File: src/slor_pkg.sv
package slor_pkg;

   // Timing
   localparam int SLOR_CLK_PERIOD_NS = 50;
   localparam int SLOR_POLL_TIME_NS  = 7000;
   localparam int SLOR_POLL_CYCLES   = SLOR_POLL_TIME_NS / SLOR_CLK_PERIOD_NS;

   // Widths
   localparam int SLOR_CNT_W = 20;

   // Register indexes; byte address is four times the index
   localparam logic [7:0] SLOR_IDX_PERF_LOAD = 8'h05;
   localparam logic [7:0] SLOR_IDX_RX_CTL    = 8'h18;
   localparam logic [7:0] SLOR_IDX_IRQ       = 8'h19;
   localparam logic [7:0] SLOR_IDX_PAR_LO    = 8'h1A;
   localparam logic [7:0] SLOR_IDX_PAR_MID   = 8'h1B;
   localparam logic [7:0] SLOR_IDX_PAR_HI    = 8'h1C;
   localparam logic [7:0] SLOR_IDX_FE_LO     = 8'h1D;
   localparam logic [7:0] SLOR_IDX_FE_MID    = 8'h1E;
   localparam logic [7:0] SLOR_IDX_FE_HI     = 8'h1F;
   localparam logic [7:0] SLOR_IDX_TX_CTL    = 8'h20;
   localparam logic [7:0] SLOR_IDX_TX_DIAG   = 8'h21;
   localparam logic [7:0] SLOR_IDX_K1        = 8'h22;
   localparam logic [7:0] SLOR_IDX_K2        = 8'h23;

   // Field positions
   localparam int SLOR_FLAG_RDI     = 0;
   localparam int SLOR_FLAG_AIS     = 1;
   localparam int SLOR_FLAG_PAR     = 2;
   localparam int SLOR_FLAG_FE      = 3;
   localparam int SLOR_PAR_WORD     = 7;
   localparam int SLOR_FE_WORD      = 2;
   localparam int SLOR_SEND_RDI     = 0;
   localparam int SLOR_APS_SEL      = 5;
   localparam int SLOR_INJECT       = 0;

   // Codes
   localparam logic [2:0] SLOR_RDI_CODE   = 3'h6;
   localparam logic       SLOR_HRESP_OKAY = 1'h0;

   typedef struct packed {
      logic frame;
      logic b2_err;
      logic febe_err;
      logic rdi_state;
      logic ais_state;
   } slor_rx_t;

   typedef struct packed {
      logic [7:0] k1;
      logic [7:0] k2;
      logic       b2_inv;
   } slor_tx_t;

   typedef struct packed {
      logic                  dp_wr;
      logic [7:0]            dp_idx;
      logic [31:0]           rdata;
      logic                  perf_latch;
      logic [3:0]            irq_en;
      logic [3:0]            irq_flag;
      logic                  rdi_q;
      logic                  ais_q;
      logic [7:0]            rx_ctl;
      logic [SLOR_CNT_W-1:0] par_acc;
      logic [SLOR_CNT_W-1:0] fe_acc;
      logic [SLOR_CNT_W-1:0] par_cnt;
      logic [SLOR_CNT_W-1:0] fe_cnt;
      logic                  par_seen;
      logic                  fe_seen;
      logic [7:0]            tx_ctl;
      logic                  inject;
      logic [7:0]            k1_buf;
      logic [7:0]            k2_buf;
      logic [7:0]            k1_act;
      logic [7:0]            k2_act;
      logic                  k_pend;
      slor_tx_t              tx;
   } slor_state_t;

   localparam slor_state_t SLOR_STATE_RST = '0;

endpackage : slor_pkg
File: src/slor_line_oh_regs.sv
// The AHB-Lite slave port is this design's own decision.
`timescale 1ns/1ps
// How it works
// Remote defect state change sets its flag; reading the irq register clears.
// Alarm indication state change sets its flag; irq register read clears.
// Each B2 parity error sets the parity flag; irq register read clears.
// Each M1 far-end block error sets its flag; irq register read clears.
// Remote defect and alarm changes interrupt only when enabled.
// Parity and far-end errors interrupt only when their enables are set.
// Twenty-bit parity error count readable over three bytes since last poll.
// Twenty-bit far-end error count readable over three bytes since last poll.
// Write to any counter address latches both counts and restarts them.
// Global load write latches counters and tells the rest of the channel.
// Send remote defect puts 110 in outgoing K2 bits 6 to 8.
// APS source zero sends zero K1/K2, one sends register values.
// Inject bit inverts every transmitted B2 byte.
// K1 register bit 7 is sent first, bit 0 last.
// K1/K2 double buffered; K1 write starts both at next frame.
// Software spaces K1 writes at least two frames apart.
// Software writes K2 before K1 for a coherent code.
// Mode bit counts errors once per frame or once per bit.
// Interrupt output high while any enabled flag is set.
module slor_line_oh_regs
   import slor_pkg::*;
(
   // Clock and reset
   input  wire logic        clk_i,
   input  wire logic        rst_b_i,
   // AHB-Lite slave
   input  wire logic        hsel_i,
   input  wire logic [31:0] haddr_i,
   input  wire logic [1:0]  htrans_i,
   input  wire logic        hwrite_i,
   input  wire logic [2:0]  hsize_i,
   input  wire logic [31:0] hwdata_i,
   input  wire logic        hready_i,
   output logic             hreadyout_o,
   output logic             hresp_o,
   output logic [31:0]      hrdata_o,
   // Framer receive and transmit side
   input  wire slor_rx_t    rx_i,
   input  wire logic        tx_frame_i,
   output slor_tx_t         tx_o,
   // Channel level
   output logic             perf_latch_o,
   output logic             irq_o
);

   slor_state_t st;
   slor_state_t nxt;
   logic        take;
   logic        mapped;
   logic [7:0]  a_idx;
   logic        wr;
   logic [7:0]  w;
   logic        poll;
   logic        rd_clr;
   logic [3:0]  clr;
   logic [3:0]  ev;
   logic        par_inc;
   logic        fe_inc;

   function automatic logic [SLOR_CNT_W-1:0] sat_inc
   (
      input logic [SLOR_CNT_W-1:0] v,
      input logic                  inc
   );
      if (inc && (v != '1))
      begin
         return SLOR_CNT_W'(v + 20'h00001);
      end
      return v;
   endfunction : sat_inc

   function automatic logic is_cnt(input logic [7:0] idx);
      return (idx >= SLOR_IDX_PAR_LO) && (idx <= SLOR_IDX_FE_HI);
   endfunction : is_cnt

   function automatic logic [31:0] rd_word
   (
      input slor_state_t s,
      input logic [7:0]  idx
   );
      logic [7:0] b;
      b = 8'h00;
      if (is_cnt(idx))
      begin
         unique case (idx)
            SLOR_IDX_PAR_LO:  b = s.par_cnt[7:0];
            SLOR_IDX_PAR_MID: b = s.par_cnt[15:8];
            SLOR_IDX_PAR_HI:  b = {4'h0, s.par_cnt[19:16]};
            SLOR_IDX_FE_LO:   b = s.fe_cnt[7:0];
            SLOR_IDX_FE_MID:  b = s.fe_cnt[15:8];
            default:          b = {4'h0, s.fe_cnt[19:16]};
         endcase
      end
      else
      begin
         case (idx)
            SLOR_IDX_RX_CTL:  b = {s.rx_ctl[7:2], s.ais_q, s.rdi_q};
            SLOR_IDX_IRQ:     b = {s.irq_en, s.irq_flag};
            SLOR_IDX_TX_CTL:  b = s.tx_ctl;
            SLOR_IDX_TX_DIAG: b = {7'h00, s.inject};
            SLOR_IDX_K1:      b = s.k1_buf;
            SLOR_IDX_K2:      b = s.k2_buf;
            default:          b = 8'h00;
         endcase
      end
      return {24'h000000, b};
   endfunction : rd_word

   always_comb
   begin
      nxt    = st;
      take   = hsel_i && htrans_i[1] && hready_i;
      mapped = (haddr_i[31:10] == 22'h000000) && (haddr_i[1:0] == 2'h0);
      a_idx  = mapped ? haddr_i[9:2] : 8'hFF;
      wr     = st.dp_wr;
      w      = hwdata_i[7:0];

      // Address phase: capture write target, read data for data phase
      nxt.dp_wr  = take && hwrite_i;
      nxt.dp_idx = a_idx;
      nxt.rdata  = (take && !hwrite_i) ? rd_word(st, a_idx) : 32'h00000000;

      // Status events; a set in the clearing cycle wins
      ev[SLOR_FLAG_RDI] = rx_i.rdi_state != st.rdi_q;
      ev[SLOR_FLAG_AIS] = rx_i.ais_state != st.ais_q;
      ev[SLOR_FLAG_PAR] = rx_i.b2_err;
      ev[SLOR_FLAG_FE]  = rx_i.febe_err;
      nxt.rdi_q = rx_i.rdi_state;
      nxt.ais_q = rx_i.ais_state;
      rd_clr = take && !hwrite_i && (a_idx == SLOR_IDX_IRQ);
      clr    = rd_clr ? 4'hF : 4'h0;
      if (wr && (st.dp_idx == SLOR_IDX_IRQ))
      begin
         clr        = clr | w[3:0];
         nxt.irq_en = w[7:4];
      end
      nxt.irq_flag = (st.irq_flag & ~clr) | ev;

      // Error accumulation per frame or per bit
      par_inc = st.rx_ctl[SLOR_PAR_WORD]
              ? (rx_i.frame && (st.par_seen || rx_i.b2_err))
              : rx_i.b2_err;
      fe_inc  = st.rx_ctl[SLOR_FE_WORD]
              ? (rx_i.frame && (st.fe_seen || rx_i.febe_err))
              : rx_i.febe_err;
      nxt.par_seen = !rx_i.frame && (st.par_seen || rx_i.b2_err);
      nxt.fe_seen  = !rx_i.frame && (st.fe_seen || rx_i.febe_err);

      // Poll: latch both counts, restart keeping a coincident event
      nxt.perf_latch = wr && (st.dp_idx == SLOR_IDX_PERF_LOAD);
      poll = wr && (is_cnt(st.dp_idx) || nxt.perf_latch);
      if (poll)
      begin
         nxt.par_cnt = st.par_acc;
         nxt.fe_cnt  = st.fe_acc;
         nxt.par_acc = {{(SLOR_CNT_W-1){1'b0}}, par_inc};
         nxt.fe_acc  = {{(SLOR_CNT_W-1){1'b0}}, fe_inc};
      end
      else
      begin
         nxt.par_acc = sat_inc(st.par_acc, par_inc);
         nxt.fe_acc  = sat_inc(st.fe_acc, fe_inc);
      end

      // K1/K2 take effect at a frame boundary after a K1 write
      if (tx_frame_i && st.k_pend)
      begin
         nxt.k1_act = st.k1_buf;
         nxt.k2_act = st.k2_buf;
         nxt.k_pend = 1'b0;
      end

      // Data phase writes
      if (wr)
      begin
         case (st.dp_idx)
            SLOR_IDX_RX_CTL:  nxt.rx_ctl = {w[7:2], 2'h0};
            SLOR_IDX_TX_CTL:  nxt.tx_ctl = w;
            SLOR_IDX_TX_DIAG: nxt.inject = w[SLOR_INJECT];
            SLOR_IDX_K2:      nxt.k2_buf = w;
            SLOR_IDX_K1:
            begin
               nxt.k1_buf = w;
               nxt.k_pend = 1'b1;
            end
            default:          nxt.k_pend = nxt.k_pend;
         endcase
      end

      // Transmit overhead; bit 7 goes out first
      nxt.tx.k1 = st.tx_ctl[SLOR_APS_SEL] ? st.k1_act : 8'h00;
      nxt.tx.k2 = st.tx_ctl[SLOR_APS_SEL] ? st.k2_act : 8'h00;
      if (st.tx_ctl[SLOR_SEND_RDI])
      begin
         nxt.tx.k2[2:0] = SLOR_RDI_CODE;
      end
      nxt.tx.b2_inv = st.inject;
   end

   always_ff @(posedge clk_i)
   begin
      if (!rst_b_i)
      begin
         st <= SLOR_STATE_RST;
      end
      else
      begin
         st <= nxt;
      end
   end

   assign hreadyout_o  = 1'b1;
   assign hresp_o      = SLOR_HRESP_OKAY;
   assign hrdata_o     = st.rdata;
   assign tx_o         = st.tx;
   assign perf_latch_o = st.perf_latch;
   assign irq_o        = |(st.irq_flag & st.irq_en);

   localparam int POLL_MAX = SLOR_POLL_CYCLES;
endmodule : slor_line_oh_regs

File: config.mk
export PLATFORM = sky130hd
export DESIGN_NAME = slor_line_oh_regs
export DESIGN_NICKNAME = d
export VERILOG_FILES = /design/src/slor_pkg.sv /design/src/slor_line_oh_regs.sv
export SDC_FILE = /design/constraint.sdc
export NUM_CORES = 1
export LEC_CHECK = 0
export BUFFER_PORTS_ARGS = -buffer_cell sky130_fd_sc_hd__buf_2
export CAP_MARGIN = 20
export CELL_PAD_IN_SITES_DETAIL_PLACEMENT = 1
export CELL_PAD_IN_SITES_GLOBAL_PLACEMENT = 2
export CORE_MARGIN = 10
export CORE_UTILIZATION = 31
export DETAILED_ROUTE_END_ITERATION = 6
export PLACE_DENSITY_LB_ADDON = 0.3
export SLEW_MARGIN = 20
export SYNTH_ARGS = -nofsm -noshare
export SYNTH_HDL_FRONTEND = slang
export SYNTH_SLANG_ARGS = --single-unit
File: constraint.sdc
create_clock -name clk_i -period 2 [get_ports clk_i]
set_input_delay 0 -clock clk_i [delete_from_list [all_inputs] [get_ports clk_i]]
set_output_delay 0 -clock clk_i [all_outputs]
set_load 0.02 [all_outputs]
After elaboration in Yosys (flattened, before gate mapping)
Index checks and enable logic that the tools add are counted.
{"block": "op_classes", "addsub": 2, "n_mul": 0, "n_div": 0, "order_cmp": 4, "n_eq_ne": 22, "n_shift": 0, "mux": 22, "n_bitwise": 7, "n_reduce_logical": 37}
{"op": "$eq 8x5->1 const B", "n": 9}
{"op": "$eq 8x6->1 const B", "n": 8}
{"op": "$mux 20", "n": 3}
{"op": "$pmux 8 s6", "n": 1}
{"op": "$add 20x1->20 const B", "n": 2}
{"op": "$ne 20x20->1 const B", "n": 2}
{"op": "$pmux 8 s5", "n": 1}
{"op": "$logic_not 22->1", "n": 1}
{"op": "$mux 21", "n": 1}
{"op": "$logic_and 1x1->1", "n": 18}
{"op": "$ge 8x5->1 const B", "n": 2}
{"op": "$le 8x5->1 const B", "n": 2}
{"op": "$mux 8", "n": 2}
{"op": "$reduce_and 2->1", "n": 7}
{"op": "$mux 1", "n": 10}
{"op": "$and 4x4->4", "n": 2}
{"op": "$eq 8x3->1 const B", "n": 1}
{"op": "$mux 4", "n": 2}
{"op": "$or 4x4->4", "n": 2}
{"op": "$mux 3", "n": 2}
{"op": "$not 4->4", "n": 1}
{"op": "$reduce_bool 2->1", "n": 2}
{"op": "$reduce_or 4->1", "n": 1}
{"op": "$logic_or 1x1->1", "n": 3}
{"op": "6 further kinds", "n": 9}
{"block": "totals", "ff_bits": 199, "latchBits": 0, "ramBits": 0, "romBits": 0, "in_bits": 80, "out_inout_bits": 53, "wordCells": 124, "memories": 0}

Depth between registers and ports, before layout
{"block": "depth", "depth_word": 11, "depth_mapped": 7, "depth_no_buf": 5}

Worst setup path after synthesis
No wires, ideal clock.
{"block": "synth_path", "kind": "register to register", "from": "register st[193] in the netlist's numbering", "to": "register st[64] in the netlist's numbering", "setup_ns": 0.132, "t_arrival_ns": 1.715, "required_ns": 1.868, "slack_ns": 0.153, "path_stages_with_launch": 7, "n_path_buf": 2, "synth_period_minus_slack_ns": 1.847, "path_cell_list": "dfxtp_1 -> or4b_1 -> a211o_1 -> buf_2 -> clkbuf_1 -> nand2_1 -> a21oi_1"}
{"block": "synth_via", "elab_chain_len": 4, "word_cells_on_any_way": 7, "classes_between": "2 x order compare; 1 x eq/ne; 4 x reduce/logical"}
{"element": "start, declared", "line": "slor_line_oh_regs.sv:49", "text": "slor_state_t st;"}
{"element": "start signal, assigned", "line": "slor_line_oh_regs.sv:211", "text": "st <= nxt;"}
{"element": "$ge 8x5->1 (tied with other cells)", "line": "slor_line_oh_regs.sv:76", "text": "return (idx >= SLOR_IDX_PAR_LO) && (idx <= SLOR_IDX_FE_HI);"}
{"element": "$logic_and 1x1->1 (on tied branches)", "line": "slor_line_oh_regs.sv:76, slor_line_oh_regs.sv:153"}
{"element": "$logic_or 1x1->1 (*)", "line": "slor_line_oh_regs.sv:154", "text": "poll = wr && (is_cnt(st.dp_idx) || nxt.perf_latch);"}
{"element": "$logic_and 1x1->1 (*)", "line": "slor_line_oh_regs.sv:154"}
Every way passes the cells marked *; elsewhere a longest branch is shown, timed or not.
A chain may end at the register's enable or synchronous reset.

Worst setup path in the final report
{"block": "layout_path", "from": "register st[122] in the netlist's numbering", "to": "register st[135] in the netlist's numbering"}
{"block": "layout_via", "elab_chain_len": 4, "word_cells_on_any_way": 6, "classes_between": "1 x add/sub; 1 x eq/ne; 3 x mux; 1 x reduce/logical"}
{"element": "branches (longest 4 deep; another with $add 20x1->20)"}
Parallel ways; which one is timed is not known. The select of a mux whose other input is x is not followed.

==> run summary <==
* **run status** finished clean
* **maximum clock rate** 0.5208 GHz
* **count of flip-flops with a built-in enable after synthesis** 0
* **type of the setup path with the least slack** flop to flop
* **met3 Usage GRT** 3.346%
* **hold path startpoint** htrans_i[1]
* **yosys synthesis warning count** 0
* **nature of the critical path endpoint** flop
* **final estimated routing congestion in global placement** 0.8247
* **area taken by multi-input logic gates** 0.004173 mm2
* **Die ar.** 0.03345 mm2
* **DRC violations left** 0
* **initial core utilization** 31.57%
* **cell at the slowest stage of the critical path** sky130_fd_sc_hd__dfxtp_1
* **element type at the critical path start** flop
* **final HPWL from detailed placement** 18.52 mm
* **first-pass GRT wire length** 41.17 mm
* **largest incremental delay on the critical path** 430 ps
* **met2 Usage GRT** 24.73%
* **overflow left after global routing** 0
* **Post-layout nets** 1,133
* **setup slack of the critical path after layout** 80.02 ps
* **classification of the worst-slack hold path** input pin to flop
* **vias post-DR** 7,185
* **fraction of synthesized cell area taken by the top area cell type** 42.59%
* **post-synthesis instance total** 943
* **buffer count from post-CTS setup fixing** 0
* **clock tree from TritonCTS** built
* **part of the cycle the worst path needs** 96.00%
* **unrepaired setup endpoints after global routing** true
* **commonest cells in the synthesized netlist** sky130_fd_sc_hd__dfxtp_1 (175), sky130_fd_sc_hd__nand2_1 (147), sky130_fd_sc_hd__a21oi_1 (75), sky130_fd_sc_hd__mux2i_1 (75), sky130_fd_sc_hd__buf_4 (55)
* **met1 track demand over resource in global routing** 20.22%
* **number of filler instances in the final layout** 3,073
* **endpoint of the most critical setup path** st[135]$_SDFFE_PP0P_
* **Primary FF master, synth** sky130_fd_sc_hd__dfxtp_1
* **Boundary Pins** 133
* **Crit Reg-Reg Endpoint** st[135]$_SDFFE_PP0P_
* **Final Hold Fails** 0
* **Final Critical Period** 1920 ps
* **drt first pass iters** 4
* **final setup fails** 0
* **final routed wire length divided by cell count** 18.43 um
* **ranking of synthesized cells by area** sky130_fd_sc_hd__dfxtp_1 (43%), sky130_fd_sc_hd__mux2i_1 (9.1%), sky130_fd_sc_hd__nand2_1 (6.7%), sky130_fd_sc_hd__buf_4 (5.0%), sky130_fd_sc_hd__a21oi_1 (4.6%)
* **top cell type by total area after synthesis** sky130_fd_sc_hd__dfxtp_1
* **CTS Root Buffer Type** sky130_fd_sc_hd__clkbuf_16
* **Final ANT Viol Nets** 0
* **Max Slew Vio Count** 0
* **share of synthesized registers carrying an async set or reset** 0%
* **floorplan die width** 182.9 um
* **core area** 0.02606 mm2
* **Reg area** 0.003503 mm2
* **Hold WS** 15.39 ps
* **routed via count divided by cell count** 5.132
* **largest net degree at the start of global routing** 68
* **P per Cell Area** 745.5 mW/mm2
* **maximum number of buffers from clock root to sink** 2
* **Yosys cell types** 67
* **proportion of layout cells with a drive suffix above 1** 20.21%
* **worst relative slew slack** 55.06%
* **FP Rows** 59
* **synthesized flop and latch total** 175
* **startpoint of the lowest-slack register-to-register path** st[122]$_SDFFE_PP0P_
* **maxcap violations** 0
* **number of design-rule violations left by the first detailed-router iteration** 360
* **chip height** 182.9 um
* **clock latency reported for the late side of the worst-skew pair** 440 ps
* **number of cells on the worst reg-to-reg path** 5
* **Clock Skews** 14.91 ps
* **count of buffers from port buffering** 78
* **Num Clock Sinks** 175
* **CP delay by family, top** simple AND/OR/NAND/NOR gates
* **cell count along the critical path** 5
* **total length of routed wires** 25.80 mm
* **relative area change from synthesis to final layout** 21.29%
* **Power Total** 7.439 mW
* **worst-path maximum fanout** 8
* **endpoint required time on the critical path** 2350 ps
* **vias in the first global route** 7,322
* **clock input transition at the sequential cells of the worst setup and hold paths** 80 ps
* **Leak Pwr** 3.887 nW
* **ordered cell list for the critical path** ha_1, nand4_1, buf_4, nor4_1, mux2i_1
* **final cell count without fillers** 1,400
* **sequential-to-total area share from yosys stat** 42.59%
* **Critical path origin** st[122]$_SDFFE_PP0P_
* **number of buffers and inverters on the critical path** 1
* **area of the mapped netlist** 0.008227 mm2
* **number of placed instances with taps included** 1,346
* **Peak supply drop** 420.2 uV
* **count of H-tree levels built during CTS** 4
* **number of antenna violations at the first check in global routing** 1
* **post-placement worst setup slack** 24.71 ps
* **busiest layer in global routing** met2
* **synthesized area per cell** 8.724 um2
* **most repeated cell in the gate-level netlist after synthesis** sky130_fd_sc_hd__dfxtp_1
* **total CTS buffers** 17
* **worst path arrival time** 2270 ps
* **worst setup slack for register-to-register paths** 80 ps
* **transition time at the pin with the least slew margin** 672.7 ps
* **global-route usage over all layers** 15.19%
[timing repair]
action | CTS | global route
setup endpoints to repair | 1 | 48
hold buffers | 21 | 0
gates resized for setup | 1 | 4
hold endpoints to repair | 50 | 0
[metal layers]
layer / vias to the layer above / routed length [um]
met5: - / 0
met4: 0 / 181
met3: 16 / 1020
met2: 116 / 11880
met1: 3512 / 12720
li1: 3541 / -
[registers in the layout, summed over array words and instances (netlist names)]
name	flops
hrdata_o	8
nxt	1
perf_latch_o	1
st	147
tx_o	17
wr	1
[cell usage in the layout (no fill, tap or decap), types with 26 or more instances in the layout]
| cell | instances |
|---|---|
| sky130_fd_sc_hd__nand3_1 | 52 |
| sky130_fd_sc_hd__a21oi_1 | 75 |
| sky130_fd_sc_hd__mux2i_1 | 75 |
| sky130_fd_sc_hd__buf_2 | 78 |
| sky130_fd_sc_hd__dfxtp_1 | 175 |
| sky130_fd_sc_hd__buf_4 | 70 |
| sky130_fd_sc_hd__nand2_1 | 147 |
| sky130_fd_sc_hd__conb_1 | 26 |
| sky130_fd_sc_hd__nor2_1 | 50 |
[through the flow]
step / util (%) / TNS (ps) / cell area, um2
after floorplan: - / 0 / 8317
after global placement: 34.95 / 0 / 9106
after detailed placement: 34.95 / 0 / 9106
after CTS: 38.21 / 0 / 9957
after global routing: 38.29 / -88.78 / 9978
final: 38.29 / 0 / 9978
[layout make-up]
| type | instances | area share, % |
|---|---|---|
| multi-input combinational | 674 | 41.82 |
| clock inverter | 15 | 2.119 |
| clock buffer | 17 | 4.263 |
| timing repair buffer | 174 | 12.11 |
| sequential | 175 | 35.11 |
| tap | 335 | 4.201 |
| antenna | 1 | 0.02508 |
| inverter | 9 | 0.3511 |
[worst reg2reg max path, delay by kind of cell, from the launching register on]
kind          cells  cell delay, ps
simple gates      2             630
fa+ha+maj         1             280
flops             1             430
mux               1             270
buf+inv           1             230
[cells by family after synthesis]
family	synth area share, %
XOR/XNOR	0.2130
flip-flops	42.59
AO/OA/AOI/OAI	13.17
adder cells (fa/ha/maj)	0.3041
buffers and inverters	8.076
AND/OR/NAND/NOR	24.79
other	0.09129
multiplexers	10.77
[power breakdown]
| part | total (mW) | switching (mW) | internal, mW |
|---|---|---|---|
| Clock | 3.47 | 1.73 | 1.73 |
| Combinational | 0.437 | 0.270 | 0.167 |
| Sequential | 3.54 | 0.0263 | 3.51 |
[worst min-delay path by stage]
stage               cells past startpoint  slack, ps                  to
CTS                                     3         10       wr$_SDFF_PN0_
detailed placement                      2        270  st[150]$_SDFF_PN0_
finish                                  3         20       wr$_SDFF_PN0_
global route                            2         40  st[194]$_SDFF_PN0_
floorplan                               2        110  st[154]$_SDFF_PN0_
global placement                        2        260       wr$_SDFF_PN0_
(Power assumes the default switching activity.)
